==> src/rtl/io_otc_pkg.sv <==
// Shared constants and types for the I/O output and test-port block
package io_otc_pkg;

    // APB register byte offsets
    localparam logic [7:0]  CTRL_OFS        = 8'h00;
    localparam logic [7:0]  OUT_INV_OFS     = 8'h04;
    localparam logic [7:0]  HIZ_INV_OFS     = 8'h08;
    localparam logic [7:0]  FAST_OFS        = 8'h0C;
    localparam logic [7:0]  STATUS_OFS      = 8'h10;

    // Control register fields
    localparam int          CTRL_BSCAN_BIT  = 0;
    localparam int          CTRL_HIZ_INV    = 1;
    localparam int          CTRL_HIZ_PIN    = 2;
    localparam int          CTRL_CFG_DONE   = 3;
    localparam int          CTRL_WIDTH      = 4;
    localparam logic [3:0]  CTRL_RESET      = 4'h0;

    // Status register fields
    localparam int          STAT_ACTIVE_BIT = 0;
    localparam int          STAT_START_BIT  = 1;
    localparam int          STAT_EXTEST_BIT = 2;
    localparam int          STAT_IR_LSB     = 4;

    // Limits
    localparam int          MAX_CELLS       = 32;
    localparam int          CELLS_DEFAULT   = 8;
    localparam int          BITS_PER_CELL   = 3;
    localparam int          CELL_T_POS      = 0;
    localparam int          CELL_O_POS      = 1;
    localparam int          CELL_I_POS      = 2;

    // Instruction codes
    localparam logic [2:0]  INS_EXTEST      = 3'h0;
    localparam logic [2:0]  INS_SAMPLE      = 3'h1;
    localparam logic [2:0]  INS_USER1       = 3'h2;
    localparam logic [2:0]  INS_USER2       = 3'h3;
    localparam logic [2:0]  INS_BYPASS      = 3'h7;
    localparam logic [2:0]  IR_CAPTURE_VAL  = 3'h1;

    typedef enum logic [3:0] {
        TLR, RTI, SEL_DR, CAP_DR, SH_DR, EX1_DR, PAU_DR, EX2_DR, UPD_DR,
        SEL_IR, CAP_IR, SH_IR, EX1_IR, PAU_IR, EX2_IR, UPD_IR
    } tap_state_t;

    typedef struct packed {
        logic       tckRise;
        logic       tckFall;
        logic       captureDr;
        logic       shiftDr;
        logic       updateDr;
        logic       shiftIr;
        logic [2:0] instr;
        logic       irTdo;
    } tap_ctl_t;

endpackage

==> src/rtl/io_output_tristate_control.sv <==
// I/O cell output path, global high-impedance net and boundary-scan port
`timescale 1ns/1ps
`default_nettype none

module io_output_tristate_control
#(
    parameter int NUM_CELLS = io_otc_pkg::CELLS_DEFAULT
)
(
    // Clock, reset, enable
    input  wire logic                   mclk,
    input  wire logic                   rst,
    input  wire logic                   ce,
    // APB slave
    input  wire logic                   psel,
    input  wire logic                   penable,
    input  wire logic                   pwrite,
    input  wire logic [7:0]             paddr,
    input  wire logic [31:0]            pwdata,
    output logic [31:0]                 prdata,
    output logic                        pready,
    output logic                        pslverr,
    // Fabric side of each io_cell
    input  wire logic [NUM_CELLS-1:0]   userOut,
    input  wire logic [NUM_CELLS-1:0]   userHiz,
    // Pads
    input  wire logic [NUM_CELLS-1:0]   padIn,
    output logic [NUM_CELLS-1:0]        padOut,
    output logic [NUM_CELLS-1:0]        padOe,
    output logic [NUM_CELLS-1:0]        padFast,
    // Global high-impedance net sources
    input  wire logic                   hizNetPin,
    input  wire logic                   hizNetNode,
    // Test pins
    input  wire logic                   tckPin,
    input  wire logic                   tmsPin,
    input  wire logic                   tdiPin,
    output logic                        tdoPin,
    output logic                        tdoOe,
    // User instruction hooks
    input  wire logic                   userTdo1,
    input  wire logic                   userTdo2,
    output logic                        user1Sel,
    output logic                        user2Sel,
    output logic                        userShift
);

    localparam int CHAIN = io_otc_pkg::BITS_PER_CELL * NUM_CELLS;

    generate
        if (NUM_CELLS < 1 || NUM_CELLS > io_otc_pkg::MAX_CELLS)
        begin : g_bad
            $error("NUM_CELLS out of range");
        end
    endgenerate

    logic [io_otc_pkg::CTRL_WIDTH-1:0] ctrl_ff;
    logic [NUM_CELLS-1:0]   outInvert_ff;
    logic [NUM_CELLS-1:0]   hizInvert_ff;
    logic [NUM_CELLS-1:0]   fastSel_ff;
    logic                   activated_ff;
    logic                   startupDone_ff;
    logic [CHAIN-1:0]       bsr_ff;
    logic [CHAIN-1:0]       capVec;
    logic [NUM_CELLS-1:0]   updT_ff;
    logic [NUM_CELLS-1:0]   updO_ff;
    logic                   bypass_ff;
    logic [31:0]            rdData;
    logic                   hit;
    logic                   access;
    logic                   bscanOn;
    logic                   extest;
    logic                   hizNetActive;
    logic                   scanIns;
    io_otc_pkg::tap_ctl_t   tapCtl;

    assign bscanOn = ctrl_ff[io_otc_pkg::CTRL_BSCAN_BIT];
    assign extest  = bscanOn && tapCtl.instr == io_otc_pkg::INS_EXTEST;
    assign scanIns = tapCtl.instr == io_otc_pkg::INS_EXTEST
                  || tapCtl.instr == io_otc_pkg::INS_SAMPLE;
    assign access  = psel & penable;

    // Global net source select
    assign hizNetActive = ctrl_ff[io_otc_pkg::CTRL_HIZ_PIN]
                        ? (hizNetPin ^ ctrl_ff[io_otc_pkg::CTRL_HIZ_INV]) : hizNetNode;

    // Test pins are claimed only with the scan option
    tap_controller u_tap
    (
        .mclk   (mclk),
        .rst    (rst),
        .ce     (ce),
        .tckIn  (bscanOn & tckPin),
        .tmsIn  (~bscanOn | tmsPin),
        .tdiIn  (tdiPin),
        .tapCtl (tapCtl)
    );

    // Register read mux
    always_comb
    begin
        hit    = 1'b1;
        rdData = 32'h0000_0000;
        case (paddr)
            io_otc_pkg::CTRL_OFS:    rdData = 32'(ctrl_ff);
            io_otc_pkg::OUT_INV_OFS: rdData = 32'(outInvert_ff);
            io_otc_pkg::HIZ_INV_OFS: rdData = 32'(hizInvert_ff);
            io_otc_pkg::FAST_OFS:    rdData = 32'(fastSel_ff);
            io_otc_pkg::STATUS_OFS:
            begin
                rdData[io_otc_pkg::STAT_ACTIVE_BIT] = activated_ff;
                rdData[io_otc_pkg::STAT_START_BIT]  = startupDone_ff;
                rdData[io_otc_pkg::STAT_EXTEST_BIT] = extest;
                rdData[io_otc_pkg::STAT_IR_LSB +: 3] = tapCtl.instr;
            end
            default: hit = 1'b0;
        endcase
    end

    // APB answer: one wait state
    always_ff @(posedge mclk)
    begin
        if (rst)
        begin
            pready  <= 1'b0;
            prdata  <= 32'h0000_0000;
            pslverr <= 1'b0;
        end
        else if (ce)
        begin
            pready <= access & ~pready;
            if (access & ~pready)
            begin
                prdata  <= pwrite ? 32'h0000_0000 : rdData;
                pslverr <= ~hit | (pwrite && paddr == io_otc_pkg::STATUS_OFS);
            end
        end
    end

    // Configuration registers
    always_ff @(posedge mclk)
    begin
        if (rst)
        begin
            ctrl_ff      <= io_otc_pkg::CTRL_RESET;
            outInvert_ff <= '0;
            hizInvert_ff <= '0;
            fastSel_ff   <= '0;
        end
        else if (ce && access && pready && pwrite)
        begin
            case (paddr)
                io_otc_pkg::CTRL_OFS:    ctrl_ff <= pwdata[io_otc_pkg::CTRL_WIDTH-1:0];
                io_otc_pkg::OUT_INV_OFS: outInvert_ff <= pwdata[NUM_CELLS-1:0];
                io_otc_pkg::HIZ_INV_OFS: hizInvert_ff <= pwdata[NUM_CELLS-1:0];
                io_otc_pkg::FAST_OFS:    fastSel_ff <= pwdata[NUM_CELLS-1:0];
                default:                 ctrl_ff <= ctrl_ff;
            endcase
        end
    end

    // Soft start-up tracking
    always_ff @(posedge mclk)
    begin
        if (rst)
        begin
            activated_ff   <= 1'b0;
            startupDone_ff <= 1'b0;
        end
        else if (ce)
        begin
            activated_ff   <= ctrl_ff[io_otc_pkg::CTRL_CFG_DONE];
            startupDone_ff <= activated_ff;
        end
    end

    // Pad drivers
    always_ff @(posedge mclk)
    begin
        if (rst)
        begin
            padOut  <= '0;
            padOe   <= '0;
            padFast <= '0;
        end
        else if (ce)
        begin
            if (extest)
            begin
                padOut <= updO_ff;
                padOe  <= ~updT_ff;
            end
            else
            begin
                padOut <= userOut ^ outInvert_ff;
                padOe  <= (activated_ff && !hizNetActive)
                        ? ~(userHiz ^ hizInvert_ff) : '0;
            end
            padFast <= startupDone_ff ? fastSel_ff : '0;
        end
    end

    // Three capture cells per io_cell, tristate nearest the output end
    genvar gi;
    generate
        for (gi = 0; gi < NUM_CELLS; gi++)
        begin : g_cell
            assign capVec[gi*3 + io_otc_pkg::CELL_T_POS] = ~padOe[gi];
            assign capVec[gi*3 + io_otc_pkg::CELL_O_POS] = padOut[gi];
            assign capVec[gi*3 + io_otc_pkg::CELL_I_POS] = padIn[gi];
        end
    endgenerate

    // Boundary register and update cells
    always_ff @(posedge mclk)
    begin
        if (rst)
        begin
            bsr_ff  <= '0;
            updT_ff <= '1;
            updO_ff <= '0;
        end
        else if (ce && tapCtl.tckRise && scanIns)
        begin
            if (tapCtl.captureDr)
                bsr_ff <= capVec;
            else if (tapCtl.shiftDr)
                bsr_ff <= {tdiPin, bsr_ff[CHAIN-1:1]};
            else if (tapCtl.updateDr)
            begin
                for (int k = 0; k < NUM_CELLS; k++)
                begin
                    updT_ff[k] <= bsr_ff[k*3 + io_otc_pkg::CELL_T_POS];
                    updO_ff[k] <= bsr_ff[k*3 + io_otc_pkg::CELL_O_POS];
                end
            end
        end
    end

    // Bypass cell
    always_ff @(posedge mclk)
    begin
        if (rst)
            bypass_ff <= 1'b0;
        else if (ce && tapCtl.tckRise && tapCtl.captureDr)
            bypass_ff <= 1'b0;
        else if (ce && tapCtl.tckRise && tapCtl.shiftDr)
            bypass_ff <= tdiPin;
    end

    // Test data out, changes on the falling test clock
    always_ff @(posedge mclk)
    begin
        if (rst)
        begin
            tdoPin <= 1'b0;
            tdoOe  <= 1'b0;
        end
        else if (ce)
        begin
            tdoOe <= bscanOn;
            if (tapCtl.tckFall && tapCtl.shiftIr)
                tdoPin <= tapCtl.irTdo;
            else if (tapCtl.tckFall && tapCtl.shiftDr)
            begin
                case (tapCtl.instr)
                    io_otc_pkg::INS_EXTEST: tdoPin <= bsr_ff[0];
                    io_otc_pkg::INS_SAMPLE: tdoPin <= bsr_ff[0];
                    io_otc_pkg::INS_USER1:  tdoPin <= userTdo1;
                    io_otc_pkg::INS_USER2:  tdoPin <= userTdo2;
                    default:                tdoPin <= bypass_ff;
                endcase
            end
        end
    end

    // User instruction decodes
    always_ff @(posedge mclk)
    begin
        if (rst)
        begin
            user1Sel  <= 1'b0;
            user2Sel  <= 1'b0;
            userShift <= 1'b0;
        end
        else if (ce)
        begin
            user1Sel  <= bscanOn && tapCtl.instr == io_otc_pkg::INS_USER1;
            user2Sel  <= bscanOn && tapCtl.instr == io_otc_pkg::INS_USER2;
            userShift <= tapCtl.tckRise && tapCtl.shiftDr
                      && (tapCtl.instr == io_otc_pkg::INS_USER1
                      || tapCtl.instr == io_otc_pkg::INS_USER2);
        end
    end

    AST_OUT_DATA: assert property (@(posedge mclk) disable iff (rst)
        (ce && !extest) |=> padOut == $past(userOut ^ outInvert_ff))
        else $error("pad data does not follow user data");

    AST_HIZ_CTRL: assert property (@(posedge mclk) disable iff (rst)
        (ce && !extest && activated_ff && !hizNetActive)
        |=> padOe == $past(~(userHiz ^ hizInvert_ff)))
        else $error("pad enable does not follow tristate input");

    AST_GLOBAL_HIZ: assert property (@(posedge mclk) disable iff (rst)
        (ce && hizNetActive && !extest) |=> padOe == '0)
        else $error("global net did not float outputs");

    AST_EXTEST_PADS: assert property (@(posedge mclk) disable iff (rst)
        (ce && extest) |=> (padOe == $past(~updT_ff) && padOut == $past(updO_ff)))
        else $error("extest pads not from update cells");

    AST_SOFT_START: assert property (@(posedge mclk) disable iff (rst)
        (ce && !startupDone_ff) |=> padFast == '0)
        else $error("fast slew before start-up finished");

    AST_OWN_SLEW: assert property (@(posedge mclk) disable iff (rst)
        (ce && startupDone_ff) |=> padFast == $past(fastSel_ff))
        else $error("slew not per-cell after start-up");

    AST_START_SEQ: assert property (@(posedge mclk) disable iff (rst)
        (ce && $rose(activated_ff)) |-> !startupDone_ff ##1 (!ce || startupDone_ff))
        else $error("start-up sequence wrong");

    AST_TDO_OWNED: assert property (@(posedge mclk) disable iff (rst)
        ce |=> tdoOe == $past(bscanOn))
        else $error("test output not claimed by scan option");

    AST_BYPASS_BIT: assert property (@(posedge mclk) disable iff (rst)
        (ce && tapCtl.tckRise && tapCtl.shiftDr) |=> bypass_ff == $past(tdiPin))
        else $error("bypass cell did not shift");

    AST_USER_SEL: assert property (@(posedge mclk) disable iff (rst)
        ce |=> user1Sel == $past(bscanOn && tapCtl.instr == io_otc_pkg::INS_USER1))
        else $error("user select decode wrong");

endmodule

`default_nettype wire

==> src/rtl/tap_controller.sv <==
// Test access port state machine and instruction register
`timescale 1ns/1ps
`default_nettype none

module tap_controller
(
    // Clock and reset
    input  wire logic                   mclk,
    input  wire logic                   rst,
    input  wire logic                   ce,
    // Test pins, sampled on mclk
    input  wire logic                   tckIn,
    input  wire logic                   tmsIn,
    input  wire logic                   tdiIn,
    // Decoded controls
    output io_otc_pkg::tap_ctl_t        tapCtl
);

    io_otc_pkg::tap_state_t state_ff;
    io_otc_pkg::tap_state_t nxt_state;
    logic                   tckPrev_ff;
    logic [2:0]             irShift_ff;
    logic [2:0]             ir_ff;
    logic                   rise;

    assign rise = tckIn & ~tckPrev_ff;

    always_ff @(posedge mclk)
    begin
        if (rst)
            tckPrev_ff <= 1'b0;
        else if (ce)
            tckPrev_ff <= tckIn;
    end

    // Sixteen-state walk
    always_comb
    begin
        case (state_ff)
            io_otc_pkg::TLR:    nxt_state = tmsIn ? io_otc_pkg::TLR    : io_otc_pkg::RTI;
            io_otc_pkg::RTI:    nxt_state = tmsIn ? io_otc_pkg::SEL_DR : io_otc_pkg::RTI;
            io_otc_pkg::SEL_DR: nxt_state = tmsIn ? io_otc_pkg::SEL_IR : io_otc_pkg::CAP_DR;
            io_otc_pkg::CAP_DR: nxt_state = tmsIn ? io_otc_pkg::EX1_DR : io_otc_pkg::SH_DR;
            io_otc_pkg::SH_DR:  nxt_state = tmsIn ? io_otc_pkg::EX1_DR : io_otc_pkg::SH_DR;
            io_otc_pkg::EX1_DR: nxt_state = tmsIn ? io_otc_pkg::UPD_DR : io_otc_pkg::PAU_DR;
            io_otc_pkg::PAU_DR: nxt_state = tmsIn ? io_otc_pkg::EX2_DR : io_otc_pkg::PAU_DR;
            io_otc_pkg::EX2_DR: nxt_state = tmsIn ? io_otc_pkg::UPD_DR : io_otc_pkg::SH_DR;
            io_otc_pkg::UPD_DR: nxt_state = tmsIn ? io_otc_pkg::SEL_DR : io_otc_pkg::RTI;
            io_otc_pkg::SEL_IR: nxt_state = tmsIn ? io_otc_pkg::TLR    : io_otc_pkg::CAP_IR;
            io_otc_pkg::CAP_IR: nxt_state = tmsIn ? io_otc_pkg::EX1_IR : io_otc_pkg::SH_IR;
            io_otc_pkg::SH_IR:  nxt_state = tmsIn ? io_otc_pkg::EX1_IR : io_otc_pkg::SH_IR;
            io_otc_pkg::EX1_IR: nxt_state = tmsIn ? io_otc_pkg::UPD_IR : io_otc_pkg::PAU_IR;
            io_otc_pkg::PAU_IR: nxt_state = tmsIn ? io_otc_pkg::EX2_IR : io_otc_pkg::PAU_IR;
            io_otc_pkg::EX2_IR: nxt_state = tmsIn ? io_otc_pkg::UPD_IR : io_otc_pkg::SH_IR;
            io_otc_pkg::UPD_IR: nxt_state = tmsIn ? io_otc_pkg::SEL_DR : io_otc_pkg::RTI;
            default:            nxt_state = io_otc_pkg::TLR;
        endcase
    end

    always_ff @(posedge mclk)
    begin
        if (rst)
            state_ff <= io_otc_pkg::TLR;
        else if (ce && rise)
            state_ff <= nxt_state;
    end

    // Instruction register, bypass after logic reset
    always_ff @(posedge mclk)
    begin
        if (rst)
        begin
            irShift_ff <= io_otc_pkg::INS_BYPASS;
            ir_ff      <= io_otc_pkg::INS_BYPASS;
        end
        else if (ce && state_ff == io_otc_pkg::TLR)
            ir_ff <= io_otc_pkg::INS_BYPASS;
        else if (ce && rise)
        begin
            if (state_ff == io_otc_pkg::CAP_IR)
                irShift_ff <= io_otc_pkg::IR_CAPTURE_VAL;
            else if (state_ff == io_otc_pkg::SH_IR)
                irShift_ff <= {tdiIn, irShift_ff[2:1]};
            else if (state_ff == io_otc_pkg::UPD_IR)
                ir_ff <= irShift_ff;
        end
    end

    assign tapCtl.tckRise   = rise;
    assign tapCtl.tckFall   = ~tckIn & tckPrev_ff;
    assign tapCtl.captureDr = state_ff == io_otc_pkg::CAP_DR;
    assign tapCtl.shiftDr   = state_ff == io_otc_pkg::SH_DR;
    assign tapCtl.updateDr  = state_ff == io_otc_pkg::UPD_DR;
    assign tapCtl.shiftIr   = state_ff == io_otc_pkg::SH_IR;
    assign tapCtl.instr     = ir_ff;
    assign tapCtl.irTdo     = irShift_ff[0];

    AST_IR_RESET: assert property (@(posedge mclk) disable iff (rst)
        (ce && state_ff == io_otc_pkg::TLR) |=> ir_ff == io_otc_pkg::INS_BYPASS)
        else $error("instruction not bypass after logic reset");

endmodule

`default_nettype wire

==> config.mk <==
export PLATFORM = sky130hd
export DESIGN_NAME = io_output_tristate_control
export DESIGN_NICKNAME = d
export VERILOG_FILES = /design/src/rtl/io_otc_pkg.sv /design/src/rtl/io_output_tristate_control.sv /design/src/rtl/tap_controller.sv
export SDC_FILE = /design/constraint.sdc
export NUM_CORES = 1
export LEC_CHECK = 0
export BUFFER_PORTS_ARGS = -buffer_cell sky130_fd_sc_hd__buf_2
export CORE_ASPECT_RATIO = 1.25
export CORE_UTILIZATION = 44
export CTS_CLUSTER_DIAMETER = 100
export DETAILED_ROUTE_END_ITERATION = 16
export PLACE_DENSITY = 0.78
export SYNTH_ARGS = -nofsm -noshare
export SYNTH_HDL_FRONTEND = slang
export SYNTH_SLANG_ARGS = --single-unit
==> constraint.sdc <==
create_clock -name mclk -period 5.6 [get_ports mclk]
set_clock_uncertainty 0.2 [all_clocks]
set_input_delay 0.56 -clock mclk [delete_from_list [all_inputs] [get_ports mclk]]
set_output_delay 0.56 -clock mclk [all_outputs]
set_load 0.02 [all_outputs]
Yosys cells after proc, flatten, opt, wreduce, memory -nomap -nowiden
Cells that the tools add are included.
Widths: inputs -> output; s select.
{ "word_totals": {"register_bits": 145, "wordCells": 151} }
{ "op_classes": {"eq_ne": 22, "muxes": 31, "bitwise": 30, "reduce_logical": 43} }
{ "op_table": {"columns": ["op", "n"], "rows": [
  ["$mux 24", 2],
  ["$pmux 4 s12", 1],
  ["$eq 4x4->1 const B", 8],
  ["$mux 32", 1],
  ["$mux 8", 4],
  ["$not 1->1", 18],
  ["$logic_and 1x1->1", 17],
  ["$eq 4x3->1 const B", 4],
  ["$eq 8x4->1 const B", 2],
  ["$mux 4", 4],
  ["$not 8->8", 2],
  ["$xor 8x8->8", 2],
  ["$pmux 3 s5", 1],
  ["$reduce_and 2->1", 7],
  ["$mux 3", 4],
  ["$pmux 3 s4", 1],
  ["$reduce_or 2->1", 5],
  ["$eq 4x2->1 const B", 2],
  ["$eq 8x3->1 const B", 1],
  ["$eq 8x5->1 const B", 1],
  ["$logic_not 8->1", 1],
  ["$reduce_and 4->1", 2],
  ["$mux 1", 7],
  ["$eq 3x2->1 const B", 2],
  ["other kinds (16)", 27]
]} }

Logic depth before layout (Yosys ltp)
{ "logic_depth": {"ltp_word": 6, "ltp_mapped": 8} }

By module
From an unflattened synthesis, not the netlist that was laid out.
{ "hier_totals": {"hier_cells": 643, "area_unflattened_um2": 5788.1} }
{ "modules_own_cells": {"columns": ["mod", "n_inst", "cells_each", "area_each_um2"], "rows": [
  ["io_output_tristate_control", 1, 555, 5048.6],
  ["tap_controller", 1, 88, 739.5]
]} }

Worst setup path after synthesis
No wires, ideal clock.
{ "synth_timing": {"kind": "input-to-reg", "from": "input paddr[0]", "to": "register prdata[7]", "setup_time_ns": 0.070, "arrival_time_ns": 2.067, "required_time_ns": 5.330, "slack_ns": 3.263, "stages": 4, "n_path_buf": 0, "cell_sequence": "or4_4 > or4_4 > or3_1 > a21oi_1"} }
{ "synth_via": {"elab_chain_len": 3, "elab_cells_between_ends": 5, "classes_between": "eq/ne: 3; mux: 2"} }
{ "synth_rtl": {"columns": ["element", "line", "text"], "rows": [
  ["from (decl)", "io_output_tristate_control.sv:18", "input wire logic [7:0] paddr,"],
  ["$eq 8x4->1 / $eq 8x3->1 (equally long branches)", "io_output_tristate_control.sv:104", "case (paddr)"],
  ["$pmux 1 s3 (*)", "io_output_tristate_control.sv:104", null],
  ["$mux 32 (*)", "io_output_tristate_control.sv:134", "prdata <= pwrite ? 32'h0000_0000 : rdData;"],
  ["to (signal assigned)", "io_output_tristate_control.sv:134", null],
  ["to (decl)", "io_output_tristate_control.sv:20", "output logic [31:0] prdata,"]
]} }
Mark *: on every way between the ends. The rest lies on a longest branch, timed or not.
A chain may end at the register's enable or synchronous reset.

Worst setup path after layout
{ "layout_timing": {"from": "register u_tap.state_ff[0]", "to": "register bsr_ff[15]"} }
{ "layout_via": {"elab_chain_len": 3, "elab_cells_between_ends": 5, "classes_between": "eq/ne: 2; mux: 1; reduce/logical: 2"} }
{ "layout_rtl": {"columns": ["element", "line", "text"], "rows": [
  ["from (decl)", "tap_controller.sv:19", "io_otc_pkg::tap_state_t state_ff;"],
  ["from (signal assigned)", "tap_controller.sv:63", "state_ff <= io_otc_pkg::TLR;"],
  ["from (signal assigned)", "tap_controller.sv:65", "state_ff <= nxt_state;"],
  ["$eq 4x3->1 / $eq 4x2->1 (equally long branches)", "tap_controller.sv:92, tap_controller.sv:91", null],
  ["$reduce_bool 2->1 (no source line)", null, null],
  ["$reduce_and 2->1 (no source line)", null, null],
  ["to (signal assigned)", "io_output_tristate_control.sv:226", "bsr_ff <= capVec;"],
  ["to (signal assigned)", "io_output_tristate_control.sv:228", "bsr_ff <= {tdiPin, bsr_ff[CHAIN-1:1]};"],
  ["to (decl)", "io_output_tristate_control.sv:63", "logic [CHAIN-1:0] bsr_ff;"]
]} }
Several ways; a longest one is shown, not always the timed one.

==> run metrics <==
status=finished, final reports clean; Post-synth EDFFs=0; Clk Latency, worst-skew pair=0.42 ns; Final Max Slew Viols=0; #FFs+latches synth=121; Ports=140; initial antenna violation count=0; register area share after synthesis=between 40% and 50%; Max clock buf depth=2; Setup Fix Bufs, Post-CTS=0; die area=13600 um^2; ant diodes=0; WL per Instance=15.9 um; GRT overflow=0; CP required=5.74 ns; ratio of total power to cell area=291 nW/um^2; R2R Path Start=u_tap.state_ff[0]$_SDFFE_PP0N_; Max H-tree Level=4; fillers=roughly 1200; peak supply drop=0.197 mV; Yosys top cell area share=41.8%; Worst slew margin=24.8%; worst slew pin tran=1.13 ns; R2R Path End=bsr_ff[15]$_SDFFE_PP0P_; setup ws final=between 2 and 2.5 ns; vias post-DR=4877; Max Fanout on Critical Path=40; drc violations=0; Post-DP HPWL=9.66 mm; Core ar.=about 13000 um^2; clock root buffer master=clkbuf_16; Final period util=56.9%; Final setup viols=0; ranking of synthesized cells by area=dfxtp_1 42%, mux2i_1 8.6%, nand2_1 6.1%; Reg2Reg Setup Slack=between 2 and 2.5 ns; Post-CTS Hold Buffers=0; Worst EP arrival=3.33 ns; vias in the first global route=4539; WHS Endpoint=u_tap.tckPrev_ff$_SDFFE_PP0P_; fraction of layout cells with a size suffix above 1=18.5%; Final GP Congestion=0.842; via/cell ratio=5.39; Final Critical Period=3.19 ns; Worst Reg-to-Reg Cells=5; Synth async-reset ratio=0%; Initial Util=45.3%; setup TNS after final layout=0 ns; total chip power=1.95 mW; Final ANT Viol Nets=0; Leakage=roughly 2.7 nW; largest area contributor in the netlist=dfxtp_1; Die Ht=130 um; CTS tree=yes; global-route wire length before repair=22.9 mm; Finished Layout Cells=approximately 900; row cnt=46; pin count of the biggest net entering global routing=100; Post-synth top flop=dfxtp_1; CP endpoint kind=flip-flop; most frequent cells in the layout=121 x dfxtp_1, 94 x nand2_1, 90 x buf_2; Hold Crit Class=in2reg; crit start category=flip-flop; Pre-antenna DRT Iters=5; placed cells=876; GRT Total Usage=21.6%; critical path type=reg2reg; P&R area growth vs syn=15.9%; Ys Warns=0; Max Clk Rate=about 0.31 GHz; Cells after Synth=666; final WL=14.4 mm; RSZ-0062 raised after global routing=no; number of clock sinks=between 100 and 150; Nets=804; post-synthesis cell type count=56; hold path start=tckPin; Worst-path clk slew=0.05 ns; leading cell type in the layout, fill and taps excluded=dfxtp_1; Hold Fails Final Rpt=0; WHS Path Cells=3; Mapped Area=5790 um^2; die width=105 um; initial DRC count=335; Max Cap Violations=0; PortBufs=91; Place WS=2.19 ns; Num CTS Buffers=17; syn avg cell area=a little under 9 um^2; cts repair resizes=0
==> worst max-delay path: stages (launching register included) <==
cell and delay [ns]:
dfxtp_1 0.70, nor4bb_4 0.38, buf_4 0.43, o211a_1 0.99
o211ai_1 0.19, a21oi_1 0.20
==> how the worst max path moves through the flow <==
stage	startpoint	to	depth (start not counted)
after CTS	u_tap.state_ff[0]$_SDFFE_PP0N_	bsr_ff[6]$_SDFFE_PP0P_	5
final	u_tap.state_ff[0]$_SDFFE_PP0N_	bsr_ff[15]$_SDFFE_PP0P_	5
after global placement	ce	bsr_ff[0]$_SDFFE_PP0P_	6
after detailed placement	ce	bsr_ff[6]$_SDFFE_PP0P_	6
after floorplan	paddr[0]	prdata[7]$_SDFFE_PP0P_	4
after global routing	u_tap.state_ff[0]$_SDFFE_PP0N_	bsr_ff[9]$_SDFFE_PP0P_	5
==> state kept, by name, indices dropped and copies added (netlist names), 3 cells and up <==
name / flops
outInvert_ff: 8
u_tap.irShift_ff: 3
bsr_ff: 24
u_tap.ir_ff: 3
fastSel_ff: 8
ctrl_ff: 4
updO_ff: 8
padOut: 8
hizInvert_ff: 8
u_tap.state_ff: 4
padFast: 8
prdata: 8
padOe: 8
updT_ff: 8
==> where the power goes <==
| group | internal (mW) | switching [mW] | total [mW] |
|---|---|---|---|
| sequential | 0.869 | 0.00548 | 0.874 |
| clock | 0.597 | 0.359 | 0.956 |
| combinational | 0.0424 | 0.0791 | 0.121 |
==> logic make-up (layout without fill, tap and decap cells) <==
group / Yosys count / count (layout) / share of synthesized area (%)
buffers and inverters: 79 / 126 / 6.89
AOI/OAI and AO/OA: 141 / 141 / 15.5
muxes: 59 / 59 / 11.2
xor gates and xnor gates: 18 / 18 / 2.72
and+or+nand+nor: 247 / 247 / 21.8
DFF: 121 / 121 / 41.8
other: 1 / 24 / 0.0648
==> stage by stage <==
stage                     utilization (%)  area, um^2  hold WS [ns]
after floorplan                         -        5880         0.232
after global placement               48.5        6200         0.238
after detailed placement             48.5        6200         0.240
after CTS                            52.5        6710         0.239
after global routing                 52.5        6710         0.258
final                                52.5        6710         0.244
==> synthesized netlist by cell type, types with 3 or more instances <==
library cell / n
a211o_1: 4
a211oi_1: 17
a21oi_1: 54
a22oi_1: 4
a2bb2oi_1: 3
a31oi_1: 4
and3_1: 4
buf_1: 3
buf_2: 9
buf_4: 24
clkbuf_1: 38
dfxtp_1: 121
inv_1: 4
mux2_2: 5
mux2i_1: 50
mux4_2: 4
nand2_1: 94
nand2b_1: 39
nand3_1: 12
nand3b_1: 11
nand4b_1: 4
nor2_1: 41
nor2b_1: 12
nor3_1: 10
nor3b_1: 3
o211ai_1: 18
o21ai_0: 20
xnor2_1: 18
==> layer usage <==
layer,track usage (%),wire length [um]
met5,0,0
met4,11.7,405
met3,5.44,827
met2,35.3,6960
met1,26.2,6200
==> final cells by class <==
type | count | area, um^2 | share of cell area (%)
Clock buffer | 24 | 492 | 7.33
Clock inverter | 4 | 20.0 | 0.298
Inverter | 4 | 15.0 | 0.224
Multi-Input combinational cell | 489 | 3070 | 45.7
Sequential cell | 121 | 2420 | 36.1
Tap cell | 168 | 210 | 3.13
Timing Repair Buffer | 94 | 480 | 7.16
Note: power is estimated with default switching activity, not from simulation.
